**src/sas_pkg.sv**
```systemverilog
// sas_pkg: constants, field layouts and types for the converter sequencer
package sas_pkg;

    // ****************************************
    // widths
    // ****************************************
    localparam int DATA_W = 8;
    localparam int CH_N = 8;
    localparam int CH_W = 3;
    localparam int ADDR_W = 16;
    localparam int CNT_W = 8;
    localparam int INSEL_W = 4;

    // ****************************************
    // register addresses and reset values
    // ****************************************
    localparam logic [15:0] ADDR_MODE = 16'hFF80;
    localparam logic [15:0] ADDR_RESULT = 16'hFF81;
    localparam logic [15:0] ADDR_INSEL = 16'hFF84;
    localparam logic [7:0] MODE_RESET = 8'h01;
    localparam logic [3:0] INSEL_RESET = 4'h0;
    localparam logic [7:0] READ_ZERO = 8'h00;
    localparam logic [7:0] SAR_MSB = 8'h80;

    // ****************************************
    // conversion timing, in main-clock cycles
    // ****************************************
    // total conversion lengths selected by the rate field and speed bit
    localparam int CONV_CLK_160 = 160;
    localparam int CONV_CLK_80 = 80;
    localparam int CONV_CLK_100 = 100;
    localparam int CONV_CLK_200 = 200;
    // a conversion is ten equal slots: two for sampling, eight for bit decisions
    localparam int SLOTS_PER_CONV = 10;
    localparam int SAMPLE_SLOTS = 2;
    localparam logic [7:0] STEP_160 = 8'(CONV_CLK_160 / SLOTS_PER_CONV);
    localparam logic [7:0] STEP_80 = 8'(CONV_CLK_80 / SLOTS_PER_CONV);
    localparam logic [7:0] STEP_100 = 8'(CONV_CLK_100 / SLOTS_PER_CONV);
    localparam logic [7:0] STEP_200 = 8'(CONV_CLK_200 / SLOTS_PER_CONV);
    localparam logic [7:0] CNT_ONE = 8'h01;
    localparam logic [7:0] CNT_ZERO = 8'h00;

    // rate codes {rate, hsc}
    localparam logic [2:0] RATE_160 = 3'h1;
    localparam logic [2:0] RATE_80 = 3'h3;
    localparam logic [2:0] RATE_100 = 3'h4;

    // ****************************************
    // types
    // ****************************************
    typedef struct packed {
        logic run;
        logic trig_sel;
        logic [1:0] rate;
        logic [2:0] chan;
        logic hsc;
    } sas_mode_t;

    typedef enum logic [1:0] {
        ST_IDLE = 2'b00,
        ST_SAMPLE = 2'b01,
        ST_DECIDE = 2'b10
    } sas_state_t;

endpackage

```
**src/sas_sar_core.sv**
```systemverilog
// sas_sar_core: approximation register stepping from msb to lsb
`timescale 1ns/100ps
module sas_sar_core
    import sas_pkg::*;
#(
    parameter int W = DATA_W
)
(
    // clock and reset
    input wire logic sys_clk,
    input wire logic rst_b,
    // step control
    input wire logic load,
    input wire logic decide,
    input wire logic comp_ge,
    // state
    output logic [W-1:0] approx,
    output logic [W-1:0] decided,
    output logic last
);

    logic [W-1:0] approx_q;
    logic [W-1:0] approx_d;
    logic [W-1:0] trial_q;
    logic [W-1:0] trial_d;
    logic [W-1:0] msb;

    assign msb = {1'b1, {(W-1){1'b0}}};

    // keep the trial bit only when the input is at least the tap
    assign decided = comp_ge ? approx_q : (approx_q & ~trial_q);
    assign approx = approx_q;
    assign last = trial_q[0];

    // next trial: msb on load, then one bit lower after each decision
    always_comb
    begin
        approx_d = approx_q;
        trial_d = trial_q;
        if (load)
        begin
            approx_d = msb;
            trial_d = msb;
        end
        else if (decide)
        begin
            approx_d = decided | (trial_q >> 1);
            trial_d = trial_q >> 1;
        end
    end

    // register the approximation and trial pointer
    always_ff @(posedge sys_clk or negedge rst_b)
    begin
        if (!rst_b)
        begin
            approx_q <= '0;
            trial_q <= '0;
        end
        else
        begin
            approx_q <= approx_d;
            trial_q <= trial_d;
        end
    end

    // a decision without a load moves the trial bit one place down
    a_trial_shift: assert property (@(posedge sys_clk) disable iff (!rst_b)
        decide && !load |=> trial_q == ($past(trial_q) >> 1))
        else $error("trial bit did not step down");

endmodule

```
**src/sas_sequencer.sv**
```systemverilog
// sas_sequencer: eight-channel 8-bit successive approximation converter control
//
// Function
// converts one of eight channels into an unsigned 8-bit code per conversion
// hardware start mode begins a conversion on an external trigger edge
// software start mode begins converting when software writes the mode register
// trigger-launched conversion stops after completion and raises done once
// software-launched conversion repeats back to back, done after each one
// exactly one selected input is routed to sample-and-hold per conversion
// approximation bits are decided one at a time from msb to lsb
// after the lsb decision the whole approximation goes to the result register
// result register is 8 bits, readable as a byte, undefined after reset
// sample-and-hold stays in hold for the whole bit-decision phase
// pins not configured as analog stay available as digital port pins
// software should not read the shared port during a conversion
// run bit one starts converter operation, zero stops it
// trigger select zero means software start, one means hardware start
// three-bit channel field codes 000..111 select channels zero to seven
// each trial bit is set, its tap shown, and kept if input is at least tap
// each conversion is a fixed sampling interval plus eight equal decision steps
`timescale 1ns/100ps
module sas_sequencer
    import sas_pkg::*;
(
    // clock and reset
    input wire logic sys_clk,
    input wire logic rst_b,
    // register port
    input wire logic [ADDR_W-1:0] reg_addr,
    input wire logic reg_wr,
    input wire logic [DATA_W-1:0] reg_wdata,
    input wire logic reg_rd,
    output logic [DATA_W-1:0] reg_rdata,
    // trigger and interrupt request
    input wire logic external_trigger_input,
    output logic conversion_done_irq,
    // analog front end
    output logic [CH_N-1:0] analog_sel,
    output logic sample_hold,
    output logic [DATA_W-1:0] ladder_tap,
    input wire logic comp_ge,
    // port pin sharing
    output logic [CH_N-1:0] port_analog_mask
);

    // ****************************************
    // declarations
    // ****************************************
    sas_mode_t mode_q;
    sas_mode_t mode_d;
    sas_mode_t wmode;
    logic [INSEL_W-1:0] insel_q;
    logic [INSEL_W-1:0] insel_d;
    logic [DATA_W-1:0] result_q;
    logic [DATA_W-1:0] result_d;
    logic [DATA_W-1:0] rdata_q;
    logic [DATA_W-1:0] rdata_d;
    sas_state_t st_q;
    sas_state_t st_d;
    logic [CNT_W-1:0] cnt_q;
    logic [CNT_W-1:0] cnt_d;
    logic src_hw_q;
    logic src_hw_d;
    logic irq_q;
    logic irq_d;
    logic [CH_N-1:0] sel_q;
    logic [CH_N-1:0] sel_d;
    logic hold_q;
    logic hold_d;
    logic cmp_s1_q;
    logic cmp_s2_q;
    logic trg_s1_q;
    logic trg_s2_q;
    logic trg_s3_q;
    logic trig_edge;
    logic wr_mode;
    logic wr_insel;
    logic sw_start;
    logic hw_start;
    logic sar_load;
    logic sar_decide;
    logic sar_last;
    logic [DATA_W-1:0] sar_approx;
    logic [DATA_W-1:0] sar_decided;
    logic [CNT_W-1:0] step_len;
    logic [CNT_W-1:0] sample_len;

    // ****************************************
    // input synchronisers
    // ****************************************
    // comparator passes two flops, trigger pin three; trigger edge from the second against the third
    always_ff @(posedge sys_clk or negedge rst_b)
    begin
        if (!rst_b)
        begin
            cmp_s1_q <= 1'b0;
            cmp_s2_q <= 1'b0;
            trg_s1_q <= 1'b0;
            trg_s2_q <= 1'b0;
            trg_s3_q <= 1'b0;
        end
        else
        begin
            cmp_s1_q <= comp_ge;
            cmp_s2_q <= cmp_s1_q;
            trg_s1_q <= external_trigger_input;
            trg_s2_q <= trg_s1_q;
            trg_s3_q <= trg_s2_q;
        end
    end

    assign trig_edge = trg_s2_q & ~trg_s3_q; // rising edge is the valid event

    // ****************************************
    // register file
    // ****************************************
    assign wmode = sas_mode_t'(reg_wdata);
    assign wr_mode = reg_wr && (reg_addr == ADDR_MODE);
    assign wr_insel = reg_wr && (reg_addr == ADDR_INSEL);

    // register writes, read data and result capture
    always_comb
    begin
        mode_d = wr_mode ? wmode : mode_q;
        insel_d = wr_insel ? reg_wdata[INSEL_W-1:0] : insel_q;
        result_d = (sar_decide && sar_last) ? sar_decided : result_q;
        rdata_d = rdata_q;
        if (reg_rd)
        begin
            case (reg_addr)
                ADDR_MODE: rdata_d = mode_q;
                ADDR_RESULT: rdata_d = result_q;
                ADDR_INSEL: rdata_d = {{(DATA_W-INSEL_W){1'b0}}, insel_q};
                default: rdata_d = READ_ZERO;
            endcase
        end
    end

    always_ff @(posedge sys_clk or negedge rst_b)
    begin
        if (!rst_b)
        begin
            mode_q <= sas_mode_t'(MODE_RESET);
            insel_q <= INSEL_RESET;
            rdata_q <= READ_ZERO;
        end
        else
        begin
            mode_q <= mode_d;
            insel_q <= insel_d;
            rdata_q <= rdata_d;
        end
    end

    // result has no reset, its content is undefined until the first conversion
    always_ff @(posedge sys_clk)
    begin
        result_q <= result_d;
    end

    assign reg_rdata = rdata_q;

    // ****************************************
    // pin sharing
    // ****************************************
    // channels below the configured count are analog, the rest stay digital
    generate
        for (genvar i = 0; i < CH_N; i++)
        begin : g_mask
            assign port_analog_mask[i] = (insel_q > INSEL_W'(i));
        end
    endgenerate

    // ****************************************
    // conversion timing
    // ****************************************
    // decision step length from the rate field; prohibited codes use the slowest
    // the value being written counts, so a restarting write times its own sampling
    always_comb
    begin
        case ({mode_d.rate, mode_d.hsc})
            RATE_160: step_len = STEP_160;
            RATE_80: step_len = STEP_80;
            RATE_100: step_len = STEP_100;
            default: step_len = STEP_200;
        endcase
        sample_len = CNT_W'(step_len * SAMPLE_SLOTS);
    end

    // ****************************************
    // sequencer
    // ****************************************
    assign sw_start = wr_mode && wmode.run && !wmode.trig_sel;
    assign hw_start = trig_edge && mode_q.run && mode_q.trig_sel && (st_q == ST_IDLE);

    // state, step counter, start source and done pulse
    always_comb
    begin
        st_d = st_q;
        cnt_d = cnt_q;
        src_hw_d = src_hw_q;
        irq_d = 1'b0;
        sar_load = 1'b0;
        sar_decide = 1'b0;
        if (sw_start || hw_start)
        begin
            st_d = ST_SAMPLE;
            cnt_d = sample_len - CNT_ONE;
            src_hw_d = hw_start;
        end
        else if (!mode_q.run)
        begin
            st_d = ST_IDLE;
        end
        else
        begin
            case (st_q)
                ST_IDLE:
                begin
                    cnt_d = CNT_ZERO;
                end
                ST_SAMPLE:
                begin
                    if (cnt_q == CNT_ZERO)
                    begin
                        sar_load = 1'b1;
                        st_d = ST_DECIDE;
                        cnt_d = step_len - CNT_ONE;
                    end
                    else
                    begin
                        cnt_d = cnt_q - CNT_ONE;
                    end
                end
                ST_DECIDE:
                begin
                    if (cnt_q == CNT_ZERO)
                    begin
                        sar_decide = 1'b1;
                        cnt_d = step_len - CNT_ONE;
                        if (sar_last)
                        begin
                            irq_d = 1'b1;
                            if (src_hw_q)
                            begin
                                st_d = ST_IDLE;
                            end
                            else
                            begin
                                st_d = ST_SAMPLE;
                                cnt_d = sample_len - CNT_ONE;
                            end
                        end
                    end
                    else
                    begin
                        cnt_d = cnt_q - CNT_ONE;
                    end
                end
                default:
                begin
                    st_d = ST_IDLE;
                end
            endcase
        end
        // route only the selected channel while converting, hold while deciding
        sel_d = (st_d == ST_IDLE) ? '0 : (CH_N'(1) << mode_d.chan);
        hold_d = (st_d == ST_DECIDE);
    end

    always_ff @(posedge sys_clk or negedge rst_b)
    begin
        if (!rst_b)
        begin
            st_q <= ST_IDLE;
            cnt_q <= CNT_ZERO;
            src_hw_q <= 1'b0;
            irq_q <= 1'b0;
            sel_q <= '0;
            hold_q <= 1'b0;
        end
        else
        begin
            st_q <= st_d;
            cnt_q <= cnt_d;
            src_hw_q <= src_hw_d;
            irq_q <= irq_d;
            sel_q <= sel_d;
            hold_q <= hold_d;
        end
    end

    // approximation register stepping
    sas_sar_core #(.W(DATA_W)) u_sar (
        .sys_clk(sys_clk),
        .rst_b(rst_b),
        .load(sar_load),
        .decide(sar_decide),
        .comp_ge(cmp_s2_q),
        .approx(sar_approx),
        .decided(sar_decided),
        .last(sar_last)
    );

    assign conversion_done_irq = irq_q;
    assign analog_sel = sel_q;
    assign sample_hold = hold_q;
    assign ladder_tap = sar_approx;

    // ****************************************
    // assertions
    // ****************************************
    a_done_result: assert property (@(posedge sys_clk) disable iff (!rst_b)
        conversion_done_irq |-> result_q == $past(sar_decided))
        else $error("result not loaded at end of conversion");

    a_hold_decide: assert property (@(posedge sys_clk) disable iff (!rst_b)
        st_q == ST_DECIDE |-> sample_hold && $onehot(analog_sel))
        else $error("not holding during bit decisions");

    a_sample_open: assert property (@(posedge sys_clk) disable iff (!rst_b)
        st_q == ST_SAMPLE |-> !sample_hold)
        else $error("hold during sampling interval");

    a_chan_route: assert property (@(posedge sys_clk) disable iff (!rst_b)
        st_q != ST_IDLE |-> analog_sel == (CH_N'(1) << mode_q.chan))
        else $error("wrong channel routed");

    a_hw_single: assert property (@(posedge sys_clk) disable iff (!rst_b)
        conversion_done_irq && src_hw_q && !$past(reg_wr) |-> st_q == ST_IDLE ##1 !conversion_done_irq)
        else $error("hardware conversion did not stop");

    a_sw_repeat: assert property (@(posedge sys_clk) disable iff (!rst_b)
        conversion_done_irq && !src_hw_q && mode_q.run |-> st_q == ST_SAMPLE)
        else $error("software conversion did not repeat");

    a_stop_run: assert property (@(posedge sys_clk) disable iff (!rst_b)
        !mode_q.run && !sw_start |=> st_q == ST_IDLE && !sample_hold)
        else $error("converter runs with run bit clear");

    a_sw_start: assert property (@(posedge sys_clk) disable iff (!rst_b)
        sw_start |=> st_q == ST_SAMPLE && !src_hw_q)
        else $error("software write did not start conversion");

    a_hw_start: assert property (@(posedge sys_clk) disable iff (!rst_b)
        hw_start && !wr_mode |=> st_q == ST_SAMPLE && src_hw_q)
        else $error("trigger did not start conversion");

    a_msb_first: assert property (@(posedge sys_clk) disable iff (!rst_b)
        st_q == ST_DECIDE && $past(st_q) == ST_SAMPLE |-> ladder_tap == SAR_MSB)
        else $error("first trial is not the msb");

endmodule

```
**config.mk**
```make
export PLATFORM = sky130hd
export DESIGN_NAME = sas_sequencer
export DESIGN_NICKNAME = d
export VERILOG_FILES = /design/src/sas_pkg.sv /design/src/sas_sar_core.sv /design/src/sas_sequencer.sv
export SDC_FILE = /design/constraint.sdc
export NUM_CORES = 1
export LEC_CHECK = 0
export BUFFER_PORTS_ARGS = -buffer_cell sky130_fd_sc_hd__buf_2
export CAP_MARGIN = 10
export CORE_ASPECT_RATIO = 1.4
export CORE_UTILIZATION = 51
export DETAILED_ROUTE_END_ITERATION = 6
export HOLD_SLACK_MARGIN = 0.03
export PLACE_DENSITY = 0.74
export SYNTH_ARGS = -nofsm -noshare
export SYNTH_HDL_FRONTEND = slang
export SYNTH_SLANG_ARGS = --single-unit
export TNS_END_PERCENT = 100
```
**constraint.sdc**
```tcl
create_clock -name sys_clk -period 2.4 [get_ports sys_clk]
set_input_delay 0.36 -clock sys_clk [delete_from_list [all_inputs] [get_ports sys_clk]]
set_output_delay 0.36 -clock sys_clk [all_outputs]
set_load 0.05 [all_outputs]
```
# ---- After elaboration in Yosys (flattened, before gate mapping)
# Index checks and enable logic that the tools add are counted.
dict set report classes {
  addsub 3
  n_lt_le_gt_ge 8
  eq_ne 9
  shift 1
  mux 35
  bitwise 5
  reduce_logical 17
}
# cell count
set ops {}
lappend ops {{two-way mux 8 bit} 12}
lappend ops {{equality test 16 bit, second input constant} 3}
lappend ops {{one-hot mux 8 bit (3 select lines)} 2}
lappend ops {{subtractor 8 x 1 -> 8 bit, second input constant} 3}
lappend ops {{greater-than comparator 4 x 3 -> 1 bit, second input constant} 4}
lappend ops {{one-hot mux 5 bit (3 select lines)} 1}
lappend ops {{two-way mux 1 bit} 13}
lappend ops {{two-way mux 2 bit} 5}
lappend ops {{AND 8 bit} 1}
lappend ops {{greater-than comparator 4 x 1 -> 1 bit, second input constant} 2}
lappend ops {{greater-than comparator 4 x 2 -> 1 bit, second input constant} 2}
lappend ops {{logical AND 1 bit} 8}
lappend ops {{zero test 8 bit} 1}
lappend ops {{inverter 8 bit} 1}
lappend ops {{bitwise OR 8 x 7 -> 8 bit} 1}
lappend ops {{left shift 1 x 3 -> 8 bit, first input constant} 1}
lappend ops {{two-way mux 6 bit} 1}
lappend ops {{one-hot mux 2 bit (3 select lines)} 1}
lappend ops {{equality test 2 bit, second input constant} 2}
lappend ops {{zero test 2 bit} 2}
lappend ops {{nonzero test 2 bit} 2}
lappend ops {{nonzero test 4 bit} 1}
lappend ops {{equality test 3 x 1 -> 1 bit, second input constant} 1}
lappend ops {{equality test 3 x 2 -> 1 bit, second input constant} 1}
lappend ops {{7 further kinds} 7}
dict set report word_totals {
  ff_bits 70
  input_bits 30
  output_inout_bits 34
  word_cells 99
}

# ---- Logic depth before layout (Yosys ltp)
# Gate-level depths: netlist of run 1.
dict set report logic_depth {
  word_depth 12
  depth_mapped 8
  depth_no_buf 7
}

# ---- By module
# From an unflattened synthesis of run 1, not the netlist that was laid out.
dict set report unflattened {
  cells_unflattened 365
  hier_area_um2 3723.6
}
# mod n_inst cells_each area_per_inst_um2 seq_area_each_um2
set by_module_without_submodules {}
lappend by_module_without_submodules {sas_sequencer 1 295 2944.1 1392.6}
lappend by_module_without_submodules {sas_sar_core 1 70 779.5 400.4}

# ---- Worst setup path before layout of run 1
# Ideal clock, no wire load.
dict set report synth_path {
  kind {register to register}
  from {register cnt_q[0]}
  to {register result_q[0] (enable)}
  setup_time_ns 0.370
  t_arrival_ns 2.233
  t_required_ns 2.030
  path_slack_ns -0.203
  path_stages_with_launch 7
  path_buffers 0
  period_less_slack_ns 2.603
  path_cell_list {dfrtp_1 inv_1 ha_1 nor4b_1 nand4_1 or2_2 nor2_1}
}
dict set report synth_between {
  elab_chain_cells 6
}
# item line
set synth_rtl {}
lappend synth_rtl {{start: declaration} sas_sequencer.sv:60} ;# logic [CNT_W-1:0] cnt_q;
lappend synth_rtl {{start signal: assignment} sas_sequencer.sv:285} ;# cnt_q <= cnt_d;
lappend synth_rtl {{zero test 8 bit} sas_sequencer.sv:237} ;# if (cnt_q == CNT_ZERO)
lappend synth_rtl {{two-way mux 1 bit} sas_sequencer.sv:237}
lappend synth_rtl {{two-way mux 1 bit} sas_sequencer.sv:217} ;# case (st_q)
lappend synth_rtl {{two-way mux 1 bit} sas_sequencer.sv:211} ;# else if (!mode_q.run)
lappend synth_rtl {{two-way mux 1 bit} sas_sequencer.sv:205} ;# if (sw_start || hw_start)
lappend synth_rtl {{logical AND 1 bit} sas_sequencer.sv:126} ;# result_d = (sar_decide && sar_last) ? sar_decided : result_q;
lappend synth_rtl {{end signal: assignment} sas_sequencer.sv:158} ;# result_q <= result_d;
lappend synth_rtl {{end: declaration} sas_sequencer.sv:54} ;# logic [DATA_W-1:0] result_q;
# Every way passes these cells.
# A chain may end at the register's enable or synchronous reset.

# ---- Worst setup path in the final report of run 1
dict set report layout_path {
  from {register st_q[0]}
  to {register cnt_q[2]}
}
dict set report layout_between {
  elab_chain_cells 5
  elab_cells_between_ends 11
  classes_between {eq/ne: 2; mux: 3; reduce/logical: 6}
}
# item line
set layout_rtl {}
lappend layout_rtl {{start: declaration} sas_sequencer.sv:58} ;# sas_state_t st_q;
lappend layout_rtl {{start signal: assignment} sas_sequencer.sv:284} ;# st_q <= st_d;
lappend layout_rtl {{parallel branches: the longest is 5 deep, another holds one-hot mux 8 bit (3 select lines)} --}
# Several ways; the timed one is not identified. The select of a mux whose other input is x is not followed.

==> results.yml, run 1 <==
run_status:
  outcome: "finished clean"
global_routing:
  grt-ovfl-total: 0
  grt_usage_pct: 26.2
  grt_max_degree: 37
  grt_pass1_wl_um: 15200
  grt_pass1_vias: 3252
  antenna_found_initial: 0
drt:
  routedWlPerCell_um: 16.4
  drtAntennaViolNets: 0
  routed_wl_um: 9690
  vias_per_cell: 5.93
  first_iter_violations: 233
  vias: 3491
  route.detailed.drc: 0
  drtPass1Iterations: 5
logic_synthesis:
  synthCells: 392
  synth_nets: 427
  synth_edf_count: 8
  synth-main-ff-cell: "dfrtp_1"
  syn_avg_cell_area_um2: 9.55
  synth_cell_types: 63
  synth_warnings: 0
  ys_async_sr_fraction_pct: 88.6
  synth-seq-cells: 70
  syn-cell-area_um2: 3740
  synth_seq_area_share_pct: 47.9
timing:
  slew_headroom_pct: 49.3
  fmax_mhz: 437
  hold_viol: 0
  setup_viol: 0
  whs_ns: 0.0257
  post-route-period-util_pct: 95.4
  worst_pin_slew_ns: 0.752
  finalCriticalPeriod_ns: 2.29
  final.setup.tns_ns: 0
  skew_ns: 0.00751
  slew_viol_final: 0
  setup_slack_ns: 0.111
floorplan:
  ios: 64
  start_util_pct: 53.3
  fp.dieH_um: 103
  num_rows: 36
  dieArea_um2: 7690
  die_w_um: 74.4
  core-area_um2: 7030
clocking:
  clk_pin_slew_worst_paths_ns: 0.08
  htree_levels: 3
  cts_tree: "built"
  ctsRootBufferMaster: "clkbuf_8"
  clock-sinks: 70
  clkLatencyLatePin_ns: 0.35
  cts_buffers: 9
  ctsHoldBuffers: 0
  clk_path_buf_depth: 2
finish:
  antenna_cells: 0
  layout-drive-gt1-share_pct: 30.8
  nNetsFinal: 524
  syn2layout_area_growth_pct: 25.8
  stdcell_area_um2: 4710
  final_util_pct: 67.1
  fill_cells: 581
critical_path:
  path_class: "reg2reg"
  reg2reg_depth: 7
  rr_startpoint: "st_q[0]"
  required_ns: 2.63
  cp_max_fo: 6
  end_kind: "flip-flop"
  r2r_end: "cnt_q[2]"
  cp.arrival_ns: 2.52
  reg2reg_slack_ns: 0.11
  cp-start-kind: "flip-flop"
hold_path:
  min_path_type: "in2async"
placed_design:
  portBuffers: 63
  dp_hpwl_um: 7090
  gp_congestion: 0.984
  place_area_um2: 4440
  post-place-ws_ns: -0.176
pwr:
  p_sw_uw: 535
  power.density_nw_per_um2: 502
  swShare_pct: 22.6
  p_int_uw: 1830
  leakage_uw: 0.00221
  combPwrFrac_pct: 4.2
  ir_drop_uv: 573
  seq_power_share_pct: 50.8
  clkPwrFrac_pct: 45.0
job:
  max_cap_viol_count: 0
[flip-flops by register name (all words and copies together), names as in the netlist, 2 cells and up, named ones only]
| name | flops |
|---|---|
| insel_q | 4 |
| cnt_q | 8 |
| analog_sel | 8 |
| st_q | 2 |
| reg_rdata | 8 |
| u_sar.trial_q | 8 |
| u_sar.approx | 8 |
| result_q | 8 |
| mode_q | 7 |
[power by group through the flow]
| stage | logic (uW) | clock network (uW) | registers, uW |
|---|---|---|---|
| floorplan | 33.0 | 0 | 1220 |
| global placement | 99.3 | 0 | 1220 |
| detailed placement | 101 | 0 | 1230 |
| CTS | 102 | 1080 | 1200 |
| global route | 111 | 1130 | 1200 |
| finish | 101 | 1060 | 1200 |
[cell type report]
cell class | instances | area [um^2] | area share [%]
Clock inverter | 6 | 93.8 | 1.99
Sequential cell | 70 | 1790 | 38.1
Tap cell | 95 | 119 | 2.52
Timing Repair Buffer | 102 | 646 | 13.7
Clock buffer | 10 | 128 | 2.71
Inverter | 24 | 90.1 | 1.91
Multi-Input combinational cell | 282 | 1840 | 39.1
[cell usage in the layout, fill, tap and decap left out, types with 4 or more instances in the layout]
cell type   n
edfxtp_1    8
clkbuf_8    9
nand2_1    40
nor2b_1     5
a31oi_1     4
dfrtp_1    61
inv_1      23
buf_4      36
a21o_1      7
nand3_1     6
nand2b_1    8
buf_2      63
mux2_2      6
nor2_1     19
or2_2       6
o22ai_1     9
a21boi_0    8
or3_1       6
a21oi_1    32
mux2i_1     9
o21ai_0    25
nand4_1     5
nor3_1     12
ha_1        5
nand3b_1    4
a2111oi_0   4
[cells by family (layout without fill, tap and decap cells)]
family | after synthesis | after routing | synth area share [%]
mux | 16 | 16 | 4.48
xor+xnor | 2 | 2 | 0.468
flops | 70 | 70 | 47.9
fa+ha+maj | 5 | 5 | 1.67
simple gates | 137 | 137 | 19.8
compound gates | 122 | 122 | 21.4
buf+inv | 40 | 142 | 4.31
[worst max-delay path by stage]
stage,to,startpoint,depth (start not counted)
2_1_floorplan,cnt_q[2],reg_addr[4],6
5_1_grt,u_sar.approx[4],cnt_q[0],9
3_3_place_gp,cnt_q[2],reg_addr[4],6
6_report,cnt_q[2],st_q[0],7
4_1_cts,result_q[7],cnt_q[0],7
3_5_place_dp,cnt_q[2],reg_addr[4],6
[metal layers]
layer | track usage (%) | up-vias | part of all wire, %
met5 | 0 | - | 0
li1 | - | 1640 | -
met4 | 11.8 | 0 | 2.8
met3 | 4.55 | 26 | 4.6
met2 | 46.2 | 133 | 52
met1 | 30.6 | 1692 | 41
[per-stage QoR]
step	power [uW]	std cells
2_1_floorplan	1260	392
3_3_place_gp	1320	571
3_5_place_dp	1330	571
4_1_cts	2380	587
5_1_grt	2450	589
6_report	2370	589
[synth_stat cells, types with 2 or more instances]
master | count | area (um^2)
or3b_2 | 2 | 17.5
a21o_1 | 7 | 52.6
nor4b_1 | 3 | 26.3
a21oi_1 | 33 | 165
o22ai_1 | 9 | 56.3
a2111oi_0 | 4 | 35.0
a211o_1 | 2 | 17.5
nand2_1 | 40 | 150
inv_1 | 24 | 90.1
nor3b_1 | 3 | 22.5
mux2i_1 | 10 | 100
edfxtp_1 | 8 | 240
nor2_1 | 22 | 82.6
dfrtp_1 | 61 | 1530
o211ai_1 | 3 | 22.5
or4_4 | 2 | 22.5
or3_1 | 6 | 37.5
nand3b_1 | 4 | 30.0
nand2b_1 | 8 | 50.1
nor3_1 | 13 | 65.1
a211oi_1 | 4 | 30.0
nand3_1 | 6 | 30.0
o31a_1 | 3 | 26.3
mux2_2 | 6 | 67.6
a31o_2 | 2 | 17.5
buf_2 | 2 | 10.0
a21boi_0 | 8 | 60.1
and4_1 | 2 | 17.5
or2_2 | 6 | 37.5
o21ai_0 | 25 | 125
a31oi_1 | 4 | 25.0
ha_1 | 5 | 62.6
o311ai_0 | 3 | 26.3
or4b_2 | 3 | 30.0
a221oi_1 | 3 | 26.3
nor2b_1 | 5 | 31.3
nand4_1 | 5 | 31.3
clkbuf_1 | 11 | 41.3
[timing repair]
action / CTS / global route
pin swaps: 0 / 2
buffers inserted: 0 / 2
resized for setup: 4 / 3
endpoints found under the setup margin: 23 / 11
[worst max-delay path: stages (launching register included)]
cell and delay (ns):
dfrtp_1 0.41, inv_1 0.12, ha_1 0.30, nand4_1 0.27
buf_4 0.25, a211o_1 0.27, o221a_1 0.26, or3_1 0.30
Note: power is estimated with default switching activity, not from simulation.
==> run 2: changes to the inputs <==
--- a/config.mk
+++ b/config.mk
@@ -14,5 +14,6 @@
 export PLACE_DENSITY = 0.74
 export SYNTH_ARGS = -nofsm -noshare
 export SYNTH_HDL_FRONTEND = slang
+export SYNTH_HIERARCHICAL = 1
 export SYNTH_SLANG_ARGS = --single-unit
 export TNS_END_PERCENT = 100
==> run 2 against run 1 <==
Critical endpoint is now u_sar/approx[0]. Clock power is 9% lower. Flip-flop and latch count unchanged. Fmax shrank 1.5%. Worst hold slack gained 0.077 ns. Global-route usage decreased by 2.1 points. Via count decreased by 12%. Count of clock-buffer cells in the layout rose by 1. Combinational power fell by 8%. Register-to-register slack worse by 0.03 ns. Die area shrank 0.56%. Critical path depth up 2. Clock skew grew 0.0036 ns. Largest power group unchanged.
==> results.yml, run 2 <==
run_status:
  outcome: "finished clean"
critical_path:
  cp_slowest_cell: "dfrtp_1"
  cp_cell_sequence: "inv_1, ha_1, nand2_1, and4bb_4, a31oi_2, and3_4, and2_4, and2b_2, a311oi_2"
  end_kind: "flip-flop"
  path_class: "reg2reg"
  cp-start-kind: "flip-flop"
  required_ns: 2.66
  cpPeakStageDelay_ns: 0.42
  cp.arrival_ns: 2.58
  cp_max_fo: 7
clocking:
  clk_path_buf_depth: 2
  clkLatencyLatePin_ns: 0.36
  ctsRootBufferMaster: "clkbuf_8"
  htree_levels: 3
  clock-sinks: 70
  cts_tree: "built"
  cts_buffers: 9
  clk_pin_slew_worst_paths_ns: 0.07
logic_synthesis:
  yosysTopAreaCell: "dfrtp_1"
  yosysMostFrequentCell: "dfrtp_1"
  synth_edf_count: 8
  syn_avg_cell_area_um2: 10.2
  synth_warnings: 6
  yosys.area.top_type_share_pct: 41.0
  synth_nets: 400
  ys_async_sr_fraction_pct: 88.6
  syn-cell-area_um2: 3720
  synth_seq_area_share_pct: 48.2
  synthTopCellsByArea: "dfrtp_1 41%, edfxtp_1 6.5%, nand2_1 4.4%"
  synthTopCellsByCount: "61 x dfrtp_1, 44 x nand2_1, 21 x a21oi_1"
  synth-seq-cells: 70
  synth_cell_types: 63
  synth-main-ff-cell: "dfrtp_1"
  synthCells: 365
timing:
  finalCriticalPeriod_ns: 2.32
  worst_pin_slew_ns: 0.493
  skew_ns: 0.0111
  hold_viol: 0
  fmax_mhz: 430
  setup_viol: 0
  slew_headroom_pct: 67.1
  post-route-period-util_pct: 96.8
  whs_ns: 0.103
  setup_slack_ns: 0.0771
  slew_viol_final: 0
floorplan:
  num_rows: 36
  die_w_um: 74.2
  ios: 64
  start_util_pct: 53.0
  core-area_um2: 7030
  fp.dieH_um: 103
  dieArea_um2: 7650
global_routing:
  grt_usage_pct: 24.0
  antenna_found_initial: 0
  grt_max_degree: 37
  grt_pass1_vias: 2836
  grt-ovfl-total: 0
  grt_pass1_wl_um: 13500
drt:
  route.detailed.drc: 0
  vias: 3065
  routed_wl_um: 8570
  drtAntennaViolNets: 0
  vias_per_cell: 5.64
  routedWlPerCell_um: 15.8
  drtPass1Iterations: 4
  first_iter_violations: 128
placed_design:
  portBuffers: 63
  gp_congestion: 0.877
  place_area_um2: 4180
  post-place-ws_ns: 0.00855
  dp_hpwl_um: 6290
finish:
  fill_cells: 589
  layout_common_cells: "64 x buf_2, 61 x dfrtp_1, 44 x nand2_1"
  regArea_um2: 1790
  syn2layout_area_growth_pct: 19.0
  layout-drive-gt1-share_pct: 28.8
  antenna_cells: 0
  stdcell_area_um2: 4430
  final_common_cell: "buf_2"
  multi_input_area_um2: 1790
  nNetsFinal: 478
  final_util_pct: 63.1
pwr:
  swShare_pct: 22.8
  power.density_nw_per_um2: 510
  p_sw_uw: 515
  p_int_uw: 1750
  leakage_uw: 0.00215
  clkPwrFrac_pct: 42.7
  seq_power_share_pct: 53.2
  ir_drop_uv: 350
  power.total_uw: 2260
  combPwrFrac_pct: 4.1
hold_path:
  min_path_type: "in2reg"
job:
  max_cap_viol_count: 0
## run 2: cell types whose count changed in the layout (fill, tap and decap cells not counted), moves of 5 or more
cell / previous run / this run
buf_4: 36 / 16
a21oi_1: 32 / 21
nor3_1: 12 / 2
a311oi_2: 0 / 7
nand2b_1: 8 / 15
a21boi_0: 8 / 13
o21ai_0: 25 / 20
o22ai_1: 9 / 4
## run 2: worst paths after layout
check / startpoint / endpoint / slack [ns] / cells after the start
max: st_q[0] / u_sar/approx[0] / 0.08 / 9
min: comp_ge / cmp_s1_q / 0.10 / 1
max reg2reg: st_q[0] / u_sar/approx[0] / 0.08 / 9
min reg2reg: cmp_s1_q / cmp_s2_q / 0.35 / 0
max in group asynchronous: rst_b / async pin / 1.46 / 3
min in group asynchronous: rst_b / cnt_q[2] / 0.54 / 3
## run 2: repair_timing
item,CTS,global route
gates cloned,0,1
resized for setup,1,4
setup endpoints to repair,5,7
hold buffers,1,0
setup buffers,0,2
endpoints found under the hold margin,26,0
pin swaps,0,0
## run 2: worst max-delay path, delay by kind of cell, from the launching register on
kind                       cells  cell delay [ns]
DFF                            1             0.42
adders and majority gates      1             0.24
buffers and inverters          1             0.12
and+or+nand+nor                5             1.09
AOI/OAI and AO/OA              2             0.36
## run 2: layout make-up
| cell class | instances | area share (%) |
|---|---|---|
| sequential | 70 | 40.5 |
| inverter | 19 | 1.61 |
| tap | 95 | 2.68 |
| multi-input combinational | 261 | 40.3 |
| clock buffer | 11 | 3.19 |
| clock inverter | 5 | 1.33 |
| timing repair buffer | 82 | 10.4 |
## run 2: power by group through the flow
stage	registers [uW]	clock network, uW	logic, uW
2_1_floorplan	1230	0	32.4
5_1_grt	1200	1040	105
3_3_place_gp	1230	0	90.6
6_report	1200	964	93.4
3_5_place_dp	1230	0	92.4
4_1_cts	1200	986	94.7
## run 2: metal layers
metal  vias to the layer above  share of wire (%)  track usage [%]
met5                         -                  0                0
met4                         0                3.7             17.0
met3                        25                4.3             3.71
met2                        94                 50             39.4
met1                      1478                 42             28.5
li1                       1468                  -                -
## run 2: metrics by stage
step                      instances  setup TNS, ns
after global routing            543       -0.00456
after detailed placement        523              0
final                           543              0
after floorplan                 365              0
after CTS                       540              0
after global placement          523              0
## run 2: cells by family (layout without fill, tap and decap cells)
logic type                 count (synthesis)  after routing  share of synthesized area [%]
adders and majority gates                  5              5                           1.68
muxes                                     18             18                           5.17
AOI/OAI and AO/OA                        101            101                           19.3
xor gates and xnor gates                   3              3                          0.706
DFF                                       70             70                           48.2
and+or+nand+nor                          134            134                           20.8
buffers and inverters                     34            117                           4.23
